### config.mk
export PLATFORM = sky130hd
export DESIGN_NAME = usc_core
export DESIGN_NICKNAME = d
export VERILOG_FILES = /design/src/core/usc_pkg.sv /design/src/core/usc_core.sv
export VERILOG_INCLUDE_DIRS = /design/src /design/src/core
export SDC_FILE = /design/constraint.sdc
export NUM_CORES = 1
export LEC_CHECK = 0
export ABC_AREA = 1
export BUFFER_PORTS_ARGS = -buffer_cell sky130_fd_sc_hd__clkbuf_2
export CAP_MARGIN = 20
export CORE_UTILIZATION = 55
export DETAILED_ROUTE_END_ITERATION = 12
export MAX_ROUTING_LAYER = met4
export PLACE_DENSITY = 0.78
export SYNTH_ARGS = -nofsm -noshare
export SYNTH_HDL_FRONTEND = slang
export SYNTH_SLANG_ARGS = --single-unit
### constraint.sdc
create_clock -name ref_clk -period 1.8 [get_ports ref_clk]
set_input_delay 0.18 -clock ref_clk [delete_from_list [all_inputs] [get_ports ref_clk]]
set_output_delay 0.18 -clock ref_clk [all_outputs]
set_load 0.1 [all_outputs]
### src/core/usc_consts.svh
// Offsets, field positions, codes and reset values of the serial control block
`ifndef USC_CONSTS_SVH
`define USC_CONSTS_SVH

// ==========================================
// Register byte offsets
`define USC_OFS_CTRL    5'h00
`define USC_OFS_ENABLE  5'h04
`define USC_OFS_TXDATA  5'h08
`define USC_OFS_RXDATA  5'h0C
`define USC_OFS_STATUS  5'h10

// ==========================================
// Control field positions
`define USC_CTRL_DIR    0
`define USC_CTRL_BRK    1
`define USC_CTRL_MARK   2
`define USC_CTRL_PAR_LO 3
`define USC_CTRL_PAR_HI 4
`define USC_CTRL_AM_LO  5
`define USC_CTRL_AM_HI  7

// ==========================================
// Parity codes
`define USC_PAR_NONE    2'h0
`define USC_PAR_EVEN    2'h1
`define USC_PAR_ODD     2'h2
`define USC_PAR_MS      2'h3

// ==========================================
// Receive addressing codes
`define USC_AM_NONE     3'h0
`define USC_AM_SW_BYTE  3'h1
`define USC_AM_SW_DET   3'h2
`define USC_AM_HW_BYTE  3'h3
`define USC_AM_HW_DET   3'h4

// ==========================================
// Status bit positions
`define USC_ST_TXBUSY   0
`define USC_ST_RXFULL   1
`define USC_ST_PERR     2
`define USC_ST_FERR     3
`define USC_ST_OVR      4
`define USC_ST_MARK     5
`define USC_ST_AHIT     6

// ==========================================
// Reset values and small constants
`define USC_CTRL_RST    8'h00
`define USC_LAST_BIT    3'h7
`define USC_CNT_W       16

`endif

### src/core/usc_pkg.sv
// Types shared by the serial control block
`default_nettype none
package usc_pkg;
    // Transmit sequencer, one-hot
    typedef enum logic [4:0] {
        USC_TX_IDLE  = 5'h01,
        USC_TX_START = 5'h02,
        USC_TX_DATA  = 5'h04,
        USC_TX_PAR   = 5'h08,
        USC_TX_STOP  = 5'h10
    } usc_tx_e;
    // Receive sequencer, one-hot
    typedef enum logic [4:0] {
        USC_RX_IDLE  = 5'h01,
        USC_RX_START = 5'h02,
        USC_RX_DATA  = 5'h04,
        USC_RX_PAR   = 5'h08,
        USC_RX_STOP  = 5'h10
    } usc_rx_e;
endpackage
`default_nettype wire

### src/core/usc_core.sv
// Serial transceiver with its control register behind an AHB-Lite slave
// Operation
// - Half duplex: direction 0 receives, 1 transmits
// - Break request bit drives break on line
// - Mark/space parity sends the mark bit
// - Two-bit parity field governs next transmit frame; receive follows it live
// - Parity options: none, even, odd, mark/space
// - Three-bit receive addressing field
// - Five addressing options, including none
// - Eight-bit control register, full-width writes
// - Control read returns held value
// - Disabled block stops transmitter and receiver
//
// Implementation choices: the address map and register access over AHB-Lite.
`include "usc_consts.svh"
`timescale 1ns/1ps
`default_nettype none

module usc_core #(
    parameter logic [15:0] CLKS_PER_BIT = 16'h0364,
    parameter logic [7:0]  RX_ADDR      = 8'h01,
    parameter bit          HALF_DUPLEX  = 1'b0
) (
    // Clock and reset
    input  wire logic        ref_clk,
    input  wire logic        srst,
    // AHB-Lite slave
    input  wire logic        hsel,
    input  wire logic [31:0] haddr,
    input  wire logic [1:0]  htrans,
    input  wire logic        hwrite,
    input  wire logic [2:0]  hsize,
    input  wire logic [31:0] hwdata,
    input  wire logic        hready,
    output logic      [31:0] hrdata,
    output logic             hreadyout,
    output logic             hresp,
    // Serial line
    input  wire logic        line_rx,
    output logic             line_tx,
    output logic             line_tx_oe,
    // Addressing mode for the receive path
    output logic      [2:0]  rx_addressing_field
);
    import usc_pkg::*;

    // ==========================================
    // Constants
    localparam logic [15:0] LAST_CNT = CLKS_PER_BIT - 16'h0001;
    localparam logic [15:0] HALF_CNT = {1'b0, CLKS_PER_BIT[15:1]};

    // ==========================================
    // State
    typedef struct packed {
        logic [7:0]            ctrl;     // Control register
        logic                  en;       // Block enable
        logic                  wr_pend;  // Write data phase pending
        logic [4:0]            wr_addr;  // Latched write offset
        logic [31:0]           hrdata;   // Read data for the data phase
        usc_tx_e               tx_st;    // Transmit sequencer
        logic [7:0]            tx_sh;    // Transmit shifter
        logic [2:0]            tx_bit;   // Transmit bit index
        logic                  tx_par;   // Parity bit to send
        logic                  tx_np;    // Frame carries no parity
        logic [`USC_CNT_W-1:0] tx_cnt;   // Bit timer
        logic                  tx_pin;   // Registered line level
        usc_rx_e               rx_st;    // Receive sequencer
        logic [7:0]            rx_sh;    // Receive shifter
        logic [2:0]            rx_bit;   // Receive bit index
        logic                  rx_pb;    // Received parity bit
        logic [`USC_CNT_W-1:0] rx_cnt;   // Bit timer
        logic [7:0]            rx_data;  // Received byte
        logic                  rx_full;  // Byte waiting
        logic                  perr;     // Parity error, sticky
        logic                  ferr;     // Stop error, sticky
        logic                  ovr;      // Overrun, sticky
        logic                  mark;     // Last parity-position value
        logic                  ahit;     // Address matched
    } usc_state_s;

    usc_state_s s;       // Current state
    usc_state_s next_s;  // Next state

    // ==========================================
    // Decode helpers
    // Receive modes that detect addresses in hardware
    function automatic logic is_hw_mode(input logic [2:0] am);
        is_hw_mode = (am == `USC_AM_HW_BYTE) || (am == `USC_AM_HW_DET);
    endfunction

    // Parity bit for a byte under a parity code
    function automatic logic par_of(input logic [7:0] d, input logic [1:0] pt,
                                    input logic mk);
        case (pt)
            `USC_PAR_EVEN: par_of = ^d;
            `USC_PAR_ODD:  par_of = ~^d;
            default:       par_of = mk;
        endcase
    endfunction

    // ==========================================
    // Control decode
    logic [1:0] par_type;  // Current parity code
    logic       tx_ok;     // Transmitter may run
    logic       rx_ok;     // Receiver may run
    logic       acc;       // Address phase taken
    logic       tx_tick;   // Transmit bit boundary
    logic       rx_tick;   // Receive sample point
    logic       rx_half;   // Middle of start bit
    logic       keep;      // Received byte goes to the holder
    logic       is_addr;   // Received byte is an address

    assign par_type = s.ctrl[`USC_CTRL_PAR_HI:`USC_CTRL_PAR_LO];
    // Half duplex shares one transceiver, so direction picks one side
    assign tx_ok = s.en && (!HALF_DUPLEX || s.ctrl[`USC_CTRL_DIR]);
    assign rx_ok = s.en && (!HALF_DUPLEX || !s.ctrl[`USC_CTRL_DIR]);
    assign acc = hsel && htrans[1] && hready;
    assign tx_tick = (s.tx_cnt == LAST_CNT);
    assign rx_tick = (s.rx_cnt == LAST_CNT);
    assign rx_half = (s.rx_cnt == HALF_CNT);

    // ==========================================
    // Next-state logic
    always_comb begin
        next_s = s;
        keep = 1'b0;
        is_addr = 1'b0;

        // Data phase of a write lands here
        if (s.wr_pend) begin
            case (s.wr_addr)
                `USC_OFS_CTRL: begin
                    // Whole byte replaced; software merges fields itself
                    next_s.ctrl = hwdata[7:0];
                end
                `USC_OFS_ENABLE: begin
                    next_s.en = hwdata[0];
                end
                `USC_OFS_TXDATA: begin
                    // Ignored while a frame is running or sending is off
                    if (tx_ok && (s.tx_st == USC_TX_IDLE)) begin
                        next_s.tx_st = USC_TX_START;
                        next_s.tx_sh = hwdata[7:0];
                        next_s.tx_cnt = '0;
                        next_s.tx_np = (par_type == `USC_PAR_NONE);
                        next_s.tx_par = par_of(hwdata[7:0], par_type,
                                               s.ctrl[`USC_CTRL_MARK]);
                    end
                end
                default: begin
                    // Unmapped writes are dropped
                end
            endcase
        end
        next_s.wr_pend = acc && hwrite;
        next_s.wr_addr = haddr[4:0];

        // Read data is taken after any write of this cycle, so a read
        // right behind a write sees the new value
        if (acc && !hwrite) begin
            case (haddr[4:0])
                `USC_OFS_CTRL:   next_s.hrdata = {24'h000000, next_s.ctrl};
                `USC_OFS_ENABLE: next_s.hrdata = {31'h00000000, next_s.en};
                `USC_OFS_RXDATA: begin
                    next_s.hrdata = {24'h000000, s.rx_data};
                    next_s.rx_full = 1'b0;
                end
                `USC_OFS_STATUS: begin
                    next_s.hrdata = '0;
                    next_s.hrdata[`USC_ST_TXBUSY] = (s.tx_st != USC_TX_IDLE);
                    next_s.hrdata[`USC_ST_RXFULL] = s.rx_full;
                    next_s.hrdata[`USC_ST_PERR] = s.perr;
                    next_s.hrdata[`USC_ST_FERR] = s.ferr;
                    next_s.hrdata[`USC_ST_OVR] = s.ovr;
                    next_s.hrdata[`USC_ST_MARK] = s.mark;
                    next_s.hrdata[`USC_ST_AHIT] = s.ahit;
                    // Error flags clear on read; a new event below wins
                    next_s.perr = 1'b0;
                    next_s.ferr = 1'b0;
                    next_s.ovr = 1'b0;
                end
                default: next_s.hrdata = '0;
            endcase
        end

        // Transmit sequencer
        // Count only inside a running frame, so a fresh load keeps its zero
        // and the start bit lasts a whole bit time
        if (s.tx_st != USC_TX_IDLE) begin
            next_s.tx_cnt = tx_tick ? '0 : s.tx_cnt + 16'h0001;
        end
        case (s.tx_st)
            USC_TX_IDLE: begin
                next_s.tx_pin = 1'b1;
            end
            USC_TX_START: begin
                next_s.tx_pin = 1'b0;
                if (tx_tick) begin
                    next_s.tx_st = USC_TX_DATA;
                    next_s.tx_bit = '0;
                end
            end
            USC_TX_DATA: begin
                next_s.tx_pin = s.tx_sh[0];
                if (tx_tick) begin
                    next_s.tx_sh = {1'b0, s.tx_sh[7:1]};
                    next_s.tx_bit = s.tx_bit + 3'h1;
                    if (s.tx_bit == `USC_LAST_BIT) begin
                        next_s.tx_st = s.tx_np ? USC_TX_STOP : USC_TX_PAR;
                    end
                end
            end
            USC_TX_PAR: begin
                next_s.tx_pin = s.tx_par;
                if (tx_tick) begin
                    next_s.tx_st = USC_TX_STOP;
                end
            end
            USC_TX_STOP: begin
                next_s.tx_pin = 1'b1;
                if (tx_tick) begin
                    next_s.tx_st = USC_TX_IDLE;
                end
            end
            default: begin
                next_s.tx_st = USC_TX_IDLE;
                next_s.tx_pin = 1'b1;
            end
        endcase
        // Disabled, or turned to receive in half duplex: frame aborted, line idles high
        if (!tx_ok) begin
            next_s.tx_st = USC_TX_IDLE;
            next_s.tx_pin = 1'b1;
        end
        // Break overrides any frame; releasing the bit hands the line back to the sequencer, high when idle
        // Allowance comes from the next values, so break starts on the same
        // edge as an enable or direction write
        if (next_s.en && (!HALF_DUPLEX || next_s.ctrl[`USC_CTRL_DIR]) &&
            next_s.ctrl[`USC_CTRL_BRK]) begin
            next_s.tx_pin = 1'b0;
        end

        // Receive sequencer
        if (s.rx_st != USC_RX_IDLE) begin
            next_s.rx_cnt = rx_tick ? '0 : s.rx_cnt + 16'h0001;
        end
        case (s.rx_st)
            USC_RX_IDLE: begin
                if (!line_rx) begin
                    next_s.rx_st = USC_RX_START;
                    next_s.rx_cnt = '0;
                end
            end
            USC_RX_START: begin
                // Re-check mid-bit so a glitch does not start a frame
                if (rx_half) begin
                    next_s.rx_cnt = '0;
                    next_s.rx_bit = '0;
                    next_s.rx_st = line_rx ? USC_RX_IDLE : USC_RX_DATA;
                end
            end
            USC_RX_DATA: begin
                if (rx_tick) begin
                    next_s.rx_sh = {line_rx, s.rx_sh[7:1]};
                    next_s.rx_bit = s.rx_bit + 3'h1;
                    if (s.rx_bit == `USC_LAST_BIT) begin
                        next_s.rx_st = (par_type == `USC_PAR_NONE) ?
                                       USC_RX_STOP : USC_RX_PAR;
                    end
                end
            end
            USC_RX_PAR: begin
                if (rx_tick) begin
                    next_s.rx_pb = line_rx;
                    next_s.rx_st = USC_RX_STOP;
                end
            end
            USC_RX_STOP: begin
                if (rx_tick) begin
                    next_s.rx_st = USC_RX_IDLE;
                    if (!line_rx) begin
                        next_s.ferr = 1'b1;
                    end
                    if (par_type == `USC_PAR_MS) begin
                        next_s.mark = s.rx_pb;
                    end else if ((par_type != `USC_PAR_NONE) &&
                                 (s.rx_pb != par_of(s.rx_sh, par_type, 1'b0))) begin
                        next_s.perr = 1'b1;
                    end
                    // Mark in the parity slot tags an address byte
                    is_addr = is_hw_mode(rx_addressing_field) &&
                              (par_type == `USC_PAR_MS) && s.rx_pb;
                    if (is_addr) begin
                        next_s.ahit = (s.rx_sh == RX_ADDR);
                        // Per-byte mode hands the matching address up too
                        keep = (s.rx_sh == RX_ADDR) &&
                               (rx_addressing_field == `USC_AM_HW_BYTE);
                    end else begin
                        // Hardware modes pass data only after a match
                        keep = !is_hw_mode(rx_addressing_field) || s.ahit;
                    end
                    if (keep) begin
                        if (next_s.rx_full) begin
                            next_s.ovr = 1'b1;
                        end else begin
                            next_s.rx_data = s.rx_sh;
                            next_s.rx_full = 1'b1;
                        end
                    end
                end
            end
            default: begin
                next_s.rx_st = USC_RX_IDLE;
            end
        endcase
        // Receiver parked while disabled or transmitting in half duplex
        if (!rx_ok) begin
            next_s.rx_st = USC_RX_IDLE;
        end
    end

    // ==========================================
    // State register
    always_ff @(posedge ref_clk) begin
        if (srst) begin
            s <= '0;
            s.ctrl <= `USC_CTRL_RST;
            s.tx_st <= USC_TX_IDLE;
            s.rx_st <= USC_RX_IDLE;
            s.tx_pin <= 1'b1;
        end else begin
            s <= next_s;
        end
    end

    // ==========================================
    // Outputs
    assign hrdata = s.hrdata;
    // Zero-wait slave, always OKAY
    assign hreadyout = 1'b1;
    assign hresp = 1'b0;
    assign line_tx = s.tx_pin;
    // Transceiver driven only while sending in half duplex
    assign line_tx_oe = !HALF_DUPLEX || (s.en && s.ctrl[`USC_CTRL_DIR]);
    assign rx_addressing_field = s.ctrl[`USC_CTRL_AM_HI:`USC_CTRL_AM_LO];

endmodule
`default_nettype wire

==> flow_summary.toml, run 1 <==
[run_status]
outcome = "finished, final reports clean"

[routing]
drc = 0
drtPass1Iterations = 5
wl_per_cell_um = 12.08
wirelength_um = 13020
vias = 5457
viasPerCell = 5.067
initialDrtViolationCount = 238
detail-route-antenna-nets = 0

[yosys]
synth-seq-cells = 105
synth_edf_count = 0
synthTopCellsByArea = "dfxtp_1 34%, nand2_1 11%, nor2_1 7.1%"
synth_xor_area_share_pct = 2.398
avgSynthCellArea_sq_um = 6.900
synth_ff_type = "dfxtp_1"
synthTopCellsByCount = "181 x nand2_1, 118 x nor2_1, 107 x inv_1, 105 x dfxtp_1, 62 x nand3_1"
yosys.area_share.adder_pct = 3.022
ys_warn_count = 0
netlist_instances = 900
seq_area_frac_synth_pct = 33.85
synthMuxAreaShare_pct = 0
synth_top_family_by_area = "simple AND/OR/NAND/NOR gates"
synth_area_sq_mm = 0.006210
post-synth-top-area-fraction_pct = 33.85
synthSimpleGateAreaFrac_pct = 34.96
synth_compound_area_share_pct = 11.87
async_reset_ff_share_pct = 0
synth_area_leader_cell = "dfxtp_1"
synth_most_common_cell = "nand2_1"
synth.distinct_cells = 49

[placement]
pre_cts_ws_ns = 0.05666
placed_area_sq_mm = 0.006384
dpl.cell_count = 1059
dpl.hpwl_um = 9620
io_buffers = 31
gp_congestion = 0.8896

[worst_setup_path]
setup.worst_path.start_class = "flip-flop"
slowest_delay_ns = 0.33
arrival_ns = 1.95
crit_path_frequent_cell = "nand2_1"
cp_cell_sequence = "buf_4 > inv_1 > ha_1 > nand3b_1 > nor2_1 > nand2_1 > nand2_4 > nand3_2 > nand2_1 > nor2_4 > inv_6 > nor2_2"
crit_slowest_cell = "dfxtp_1"
worstSetupPathType = "flip-flop to flip-flop"
cp-end-kind = "flip-flop"
critPathMaxFanout = 10
required_ns = 2.10

[clock_tree]
insertion_delay_ns = 0.35
cts_hold_buf = 0
htreeDepth = 3
cts-root-buf = "clkbuf_16"
clk_pin_slew_ns = 0.07
cts_tree = "yes"
clock_path_buffers = 2
cts_buffers = 9
cts_sinks = 105

[hold_path]
hp-class = "input pin to flip-flop"

[timing]
setup_viol = 0
finalWorstSetupSlack_ns = 0.1426
slew_headroom_pct = 63.01
fmax_mhz = 603.4
worstMarginPinSlew_ns = 0.5573
fin_skew_ns = 0.003875
slew_viol_final = 0
fin_crit_ns = 1.657
final_min_period_over_clock_period_pct = 92.08
grt_setup_unrepaired = "false"
tns_ns = 0
hold_violations = 0

[pwr]
leakagePower_nw = 2.883
power.internal_w = 0.003472
p_sw_w = 0.001254
p_seq_share_pct = 49.4
power.share.clock_pct = 41.2
ir_drop_mv = 0.6203
total_power_w = 0.004727
netSwitchingFraction_pct = 26.53
p_comb_share_pct = 9.4
power_density_mw_per_mm2 = 702.8

[layout]
drive_gt1_share_pct = 14.62
nets = 1022
fin_area_sq_mm = 0.006725
stdcell_count = 1077
area_growth_pct = 8.301
n_antenna_cell = 0

[global_routing]
grt_max_degree = 29
grt_pass1_wl_um = 22120
grt.overflow.total = 0
grt_pass1_vias = 4831
antenna_found_initial = 0
groute.usage.overall_pct = 24.57

[die]
rows = 38
die_w_um = 108.3
io_pins = 114
start_util_pct = 56.78
die_h_um = 108.3
dieArea_sq_mm = 0.01172
coreArea_sq_mm = 0.01094

[flow_run]
cap_violations = 0
## per-layer routing
| metal | part of all wire, % | track usage, % |
|---|---|---|
| met4 | 2.3 | 10.52 |
| met1 | 47 | 30.35 |
| met5 | 0 | - |
| met3 | 3.3 | 3.074 |
| met2 | 48 | 40.40 |
## logic make-up after synthesis
group	after synthesis
simple gates	448
buf+inv	177
compound gates	136
flops	105
xor+xnor	17
fa+ha+maj	15
other cells	2
## final cells by class
type,count,area (sq um)
Clock buffer,11,232.7
Sequential cell,105,2105
Tap cell,140,175.2
Inverter,120,457.9
Timing Repair Buffer,53,332.8
Fill cell,1031,4210
Multi-Input combinational cell,643,3366
Clock inverter,5,56.30
## flip-flops by register name, summed over array words and instances (netlist names)
| register | flops |
|---|---|
| s | 90 |
| rx_addressing_field | 3 |
| rx_ok | 1 |
| line_tx | 1 |
| hrdata | 8 |
| par_type | 2 |
## worst paths after layout
check | startpoint | to | slack, ns | cells past startpoint
hold / removal | haddr[1] | s[115]$_SDFF_PP0_ | 0.03 | 3
hold reg to reg | hrdata[5]$_SDFFE_PP0P_ | hrdata[5]$_SDFFE_PP0P_ | 0.47 | 2
setup / recovery | s[14]$_SDFF_PP0_ | s[21]$_SDFF_PP0_ | 0.14 | 12
setup reg to reg | s[14]$_SDFF_PP0_ | s[21]$_SDFF_PP0_ | 0.14 | 12
## power by group through the flow
stage | Combinational [W] | Clock (W) | Sequential (W)
6_report | 0.000442 | 0.00195 | 0.00234
5_1_grt | 0.000475 | 0.00207 | 0.00234
4_1_cts | 0.000441 | 0.00199 | 0.00234
3_5_place_dp | 0.000440 | 0 | 0.00239
3_3_place_gp | 0.000436 | 0 | 0.00239
2_1_floorplan | 0.000413 | 0 | 0.00239
## layout by cell type (no fill, tap or decap), drive strengths merged, types with 2 or more instances in the layout
cell    instances
nor2          136
xnor2           8
clkinv          5
inv           118
nand4          32
o311ai          2
a21oi          61
nor3            8
clkbuf         42
conb           27
buf            22
dfxtp         105
ha             15
nand3b          6
or2             3
nand3          68
xor2            9
o21a            2
o21ai          64
nand2         193
## stage by stage
step                hold slack (ns)  utilization (%)
global route                0.03797            61.50
finish                      0.03048            61.50
global placement             0.3979            58.38
CTS                         0.02339            61.02
floorplan                    0.2870                -
detailed placement           0.4028            58.38
## critical path, delay by kind of cell, from the launching register on
kind                       cells  cell delay, ns
and+or+nand+nor                8            0.77
buffers and inverters          3            0.27
DFF                            1            0.33
adders and majority gates      1            0.21
## timing repair
action | CTS | global route
setup buffers | 0 | 2
resized for setup | 0 | 7
endpoints found under the setup margin | 0 | 20
No activity file was read; power rests on OpenSTA's default activity.
==> run 2: changes to the inputs <==
--- a/config.mk
+++ b/config.mk
@@ -9,10 +9,10 @@
 export ABC_AREA = 1
 export BUFFER_PORTS_ARGS = -buffer_cell sky130_fd_sc_hd__clkbuf_2
 export CAP_MARGIN = 20
-export CORE_UTILIZATION = 55
+export CORE_UTILIZATION = 40
 export DETAILED_ROUTE_END_ITERATION = 12
 export MAX_ROUTING_LAYER = met4
-export PLACE_DENSITY = 0.78
+export PLACE_DENSITY = 0.6
 export SYNTH_ARGS = -nofsm -noshare
 export SYNTH_HDL_FRONTEND = slang
 export SYNTH_SLANG_ARGS = --single-unit
==> flow_summary.toml, run 2 (synthesis gave the netlist of run 1 again) <==
[run_status]
outcome = "finished, final reports clean"

[global_routing]
grt_pass1_vias = 5087
grt.overflow.total = 0
grt_max_degree = 29
groute.usage.overall_pct = 18.70
antenna_found_initial = 0
grt_pass1_wl_um = 23590

[layout]
fill_cells = 1603
top_register = "s"
drive_gt1_share_pct = 15.34
n_antenna_cell = 0
layout_commonest_cell = "nand2_1"
area_growth_pct = 9.732
multi_input_area_sq_mm = 0.003372
seqCellArea_sq_mm = 0.002103
utilization_pct = 44.82
nets = 1030
largest_register_ff_count = 90
final_cell_mix = "180 x nand2_1, 117 x nor2_1, 107 x inv_1, 104 x dfxtp_1, 62 x nand3_1"

[clock_tree]
clock_path_buffers = 2
htreeDepth = 3
cts-root-buf = "clkbuf_16"
cts_buffers = 9
cts_tree = "yes"
insertion_delay_ns = 0.35
clk_pin_slew_ns = 0.07
cts_sinks = 105

[die]
die_h_um = 126.6
start_util_pct = 40.85
rows = 45
coreArea_sq_mm = 0.01520
die_w_um = 126.6
dieArea_sq_mm = 0.01603
io_pins = 114

[worst_setup_path]
cp-end-kind = "flip-flop"
slowest_delay_ns = 0.31
required_ns = 2.05
crit_slowest_cell = "dfxtp_1"
worstSetupPathType = "flip-flop to flip-flop"
setup.worst_path.start_class = "flip-flop"
arrival_ns = 1.88
critPathMaxFanout = 10
cp_cell_sequence = "buf_4 > inv_1 > ha_1 > nand3b_1 > nor2_1 > nand2_1 > nand2_4 > nand3_2 > nand2_1 > nor2_4 > inv_6 > nor2_1"

[timing]
grt_setup_unrepaired = "false"
fmax_mhz = 611.4
slew_headroom_pct = 63.42
setup_viol = 0
final_min_period_over_clock_period_pct = 90.87
fin_crit_ns = 1.636
holdWs_ns = 0.03430
hold_violations = 0
worstMarginPinSlew_ns = 0.5510
fin_skew_ns = 0.005755
tns_ns = 0
slew_viol_final = 0

[placement]
dpl.hpwl_um = 10380
gp_congestion = 0.8405
io_buffers = 31

[routing]
initialDrtViolationCount = 283
drtPass1Iterations = 6
wirelength_um = 13830
wl_per_cell_um = 12.21
drc = 0
detail-route-antenna-nets = 0
viasPerCell = 4.873
vias = 5521

[hold_path]
hp-class = "input pin to flip-flop"

[pwr]
ir_drop_mv = 0.4900
leakagePower_nw = 2.911
power_density_mw_per_mm2 = 676.9

[flow_run]
cap_violations = 0
[run 2: area by class of cell]
class                   count  share of cell area, %
multi-input cells         643                  49.49
flip-flops and latches    105                  30.87
inverters                 120                  6.721
repair buffers             61                  5.582
clock buffers              12                  3.470
well taps                 188                  3.452
clock inverters             4                 0.4223
[run 2: power by group]
group	total [W]	internal [W]	leakage, nW	switching, W
sequential	0.00234	0.00233	0.847	0.00000627
clock	0.00184	0.000944	0.123	0.000891
combinational	0.000442	0.0000655	1.94	0.000376
total	0.00461	0.00334	2.91	0.00127
[run 2: final timing paths]
check	startpoint	endpoint	slack, ns	cells past startpoint
worst min-delay path	haddr[0]	s[114]$_SDFF_PP0_	0.03	3
worst max register to register	s[14]$_SDFF_PP0_	s[26]$_SDFF_PP0_	0.16	12
worst max-delay path	s[14]$_SDFF_PP0_	s[26]$_SDFF_PP0_	0.16	12
worst min register to register	s[67]$_SDFFE_PP0P_	s[67]$_SDFFE_PP0P_	0.46	2
[run 2: what timing repair did]
item,in CTS,in global routing
hold buffers,0,0
setup endpoints to repair,0,29
gates resized for setup,0,8
setup buffers,0,4
[run 2: through the flow]
step / cells / total power, W / area, sq um / worst slack (ns)
detailed placement: 1113 / 0.002833 / 6489 / 0.06111
CTS: 1129 / 0.004693 / 6754 / 0.05775
floorplan: 925 / 0.002801 / 6304 / 0.2413
finish: 1133 / 0.004612 / 6814 / 0.1644
global placement: 1113 / 0.002831 / 6489 / 0.09923
global route: 1133 / 0.004801 / 6814 / 0.007773
[run 2: per-layer routing]
metal | global-route usage (%) | share of wire, % | up-vias
met5 | - | 0 | -
li1 | - | - | 2917
met4 | 6.733 | 1.7 | 0
met2 | 31.72 | 48 | 108
met1 | 22.90 | 47 | 2481
met3 | 2.151 | 3.1 | 15
[run 2: critical path, delay by kind of cell (launching register included)]
family,cells,cell delay (ns)
fa+ha+maj,1,0.18
flops,1,0.31
simple gates,8,0.71
buf+inv,3,0.34
==> run 3: changes to the inputs <==
--- a/config.mk
+++ b/config.mk
@@ -9,10 +9,12 @@
 export ABC_AREA = 1
 export BUFFER_PORTS_ARGS = -buffer_cell sky130_fd_sc_hd__clkbuf_2
 export CAP_MARGIN = 20
-export CORE_UTILIZATION = 40
+export CELL_PAD_IN_SITES_DETAIL_PLACEMENT = 0
+export CELL_PAD_IN_SITES_GLOBAL_PLACEMENT = 1
+export CORE_UTILIZATION = 38
 export DETAILED_ROUTE_END_ITERATION = 12
 export MAX_ROUTING_LAYER = met4
-export PLACE_DENSITY = 0.6
+export PLACE_DENSITY = 0.76
 export SYNTH_ARGS = -nofsm -noshare
 export SYNTH_HDL_FRONTEND = slang
 export SYNTH_SLANG_ARGS = --single-unit
==> flow_summary.toml, run 3 (synthesis gave the netlist of run 1 again) <==
[timing]
fmax_mhz = 602.8
worstMarginPinSlew_ns = 0.5740
slew_viol_final = 0
fin_skew_ns = 0.009132
grt_setup_unrepaired = "false"
finalWorstSetupSlack_ns = 0.1411
hold_violations = 0
fin_crit_ns = 1.659
setup_viol = 0
final_min_period_over_clock_period_pct = 92.16
tns_ns = 0
slew_headroom_pct = 61.69

[global_routing]
grt.met3_usage_pct = 1.968
grt.overflow.total = 0
grtUsageMet2_pct = 29.13
antenna_found_initial = 0
groute.usage.overall_pct = 18.16
grt_use_met1_pct = 23.69
grt_max_degree = 28
grt_pass1_vias = 4790
grt_pass1_wl_um = 23430
busiest_layer = "met2"

[layout]
largest_register_ff_count = 90
multi_input_area_sq_mm = 0.003371
final_cell_mix = "180 x nand2_1, 114 x nor2_1, 107 x inv_1, 105 x dfxtp_1, 62 x nand3_1"
nets = 1028
fill_cells = 1710
layout_commonest_cell = "nand2_1"
top_register = "s"
area_growth_pct = 10.86
drive_gt1_share_pct = 15.38
n_antenna_cell = 0
seqCellArea_sq_mm = 0.002102
fin_area_sq_mm = 0.006884

[placement]
pre_cts_ws_ns = 0.08605
io_buffers = 31
gp_congestion = 0.8525
dpl.hpwl_um = 10680
placed_area_sq_mm = 0.006531

[clock_tree]
cts_tree = "yes"
cts_buffers = 9
clock_path_buffers = 2
cts_hold_buf = 0
cts-root-buf = "clkbuf_16"
clk_pin_slew_ns = 0.08
insertion_delay_ns = 0.36
cts_sinks = 105
htreeDepth = 3

[routing]
vias = 5427
wl_per_cell_um = 12.16
drtPass1Iterations = 4
drc = 0
initialDrtViolationCount = 191
viasPerCell = 4.682
detail-route-antenna-nets = 0
wirelength_um = 14090

[die]
io_pins = 114
start_util_pct = 38.95
rows = 46
die_w_um = 129.8
dieArea_sq_mm = 0.01686
coreArea_sq_mm = 0.01594
die_h_um = 129.8

[flow_run]
cap_violations = 0

[worst_setup_path]
slowest_delay_ns = 0.43
crit_path_frequent_cell = "buf_4"
r2r_setup_slack_ns = 0.14
arrival_ns = 1.91
r2r_start = "s[48]$_SDFFE_PP0P_"
ff2ff_path_depth = 8
r2r_end = "s[72]$_SDFF_PP0_"
worstSetupPathType = "flip-flop to flip-flop"
cp_cell_sequence = "ha_4 > nand4_1 > nor3_1 > buf_4 > nand3_1 > buf_4 > o21ai_0 > a21oi_1"
cp-end-kind = "flip-flop"
setup.worst_path.start_class = "flip-flop"
required_ns = 2.05
critPathMaxFanout = 11
crit_slowest_cell = "dfxtp_1"

[hold_path]
whs_path_depth = 3
min_to = "s[115]$_SDFF_PP0_"
hold_start = "haddr[1]"
hp-class = "input pin to flip-flop"

[pwr]
leakagePower_nw = 2.915
power_density_mw_per_mm2 = 705.2
ir_drop_mv = 0.3863

[run_status]
outcome = "finished, final reports clean"
[run 3: metal layers]
metal | up-vias | wire, um
li1 | 2907 | -
met1 | 2422 | 7028
met2 | 86 | 6532
met3 | 12 | 325
met4 | 0 | 206
met5 | - | 0
[run 3: per-stage QoR]
| step | hold slack, ns | power [W] | std cells | util (%) |
|---|---|---|---|---|
| after floorplan | 0.2870 | 0.002801 | 925 | - |
| after global placement | 0.3992 | 0.002835 | 1142 | 40.97 |
| after detailed placement | 0.4007 | 0.002835 | 1142 | 40.97 |
| after CTS | 0.01507 | 0.004918 | 1158 | 42.88 |
| after global routing | 0.02155 | 0.005050 | 1159 | 43.18 |
| final | 0.02577 | 0.004854 | 1159 | 43.18 |
[run 3: timing repair]
item / 4_1_cts / 5_1_grt
endpoints found under the hold margin: 0 / 0
endpoints found under the setup margin: 0 / 17
setup buffers: 0 / 1
resized for setup: 0 / 9
[run 3: worst max-delay path by stage]
stage | from | to | slack (ns)
2_1_floorplan | s[14]$_SDFF_PP0_ | s[40]$_SDFFE_PP0P_ | 0.24
3_3_place_gp | s[48]$_SDFFE_PP0P_ | s[72]$_SDFF_PP0_ | 0.1
3_5_place_dp | s[48]$_SDFFE_PP0P_ | s[60]$_SDFFE_PP0P_ | 0.09
4_1_cts | s[48]$_SDFFE_PP0P_ | s[72]$_SDFF_PP0_ | 0.08
5_1_grt | s[48]$_SDFFE_PP0P_ | s[60]$_SDFFE_PP0P_ | 0.005
6_report | s[48]$_SDFFE_PP0P_ | s[72]$_SDFF_PP0_ | 0.14
[run 3: final cells by class]
cell class,instances,share of cell area (%)
flip-flops and latches,105,30.53
repair buffers,59,5.489
multi-input cells,643,48.96
clock inverters,6,1.109
well taps,216,3.926
clock buffers,10,3.326
inverters,120,6.652
[run 3: worst max-delay path, delay by kind of cell (launching register included)]
kind                     cells  cell delay (ns)
flip-flops                   1             0.43
AND/OR/NAND/NOR              3             0.36
buffers and inverters        2             0.36
AO/OA/AOI/OAI                2             0.21
adder cells (fa/ha/maj)      1             0.19
[run 3: power by group]
| group | total, W | internal [W] | switching, W |
|---|---|---|---|
| logic | 0.000445 | 0.0000656 | 0.000379 |
| registers | 0.00233 | 0.00233 | 0.00000634 |
| clock network | 0.00208 | 0.00110 | 0.000972 |
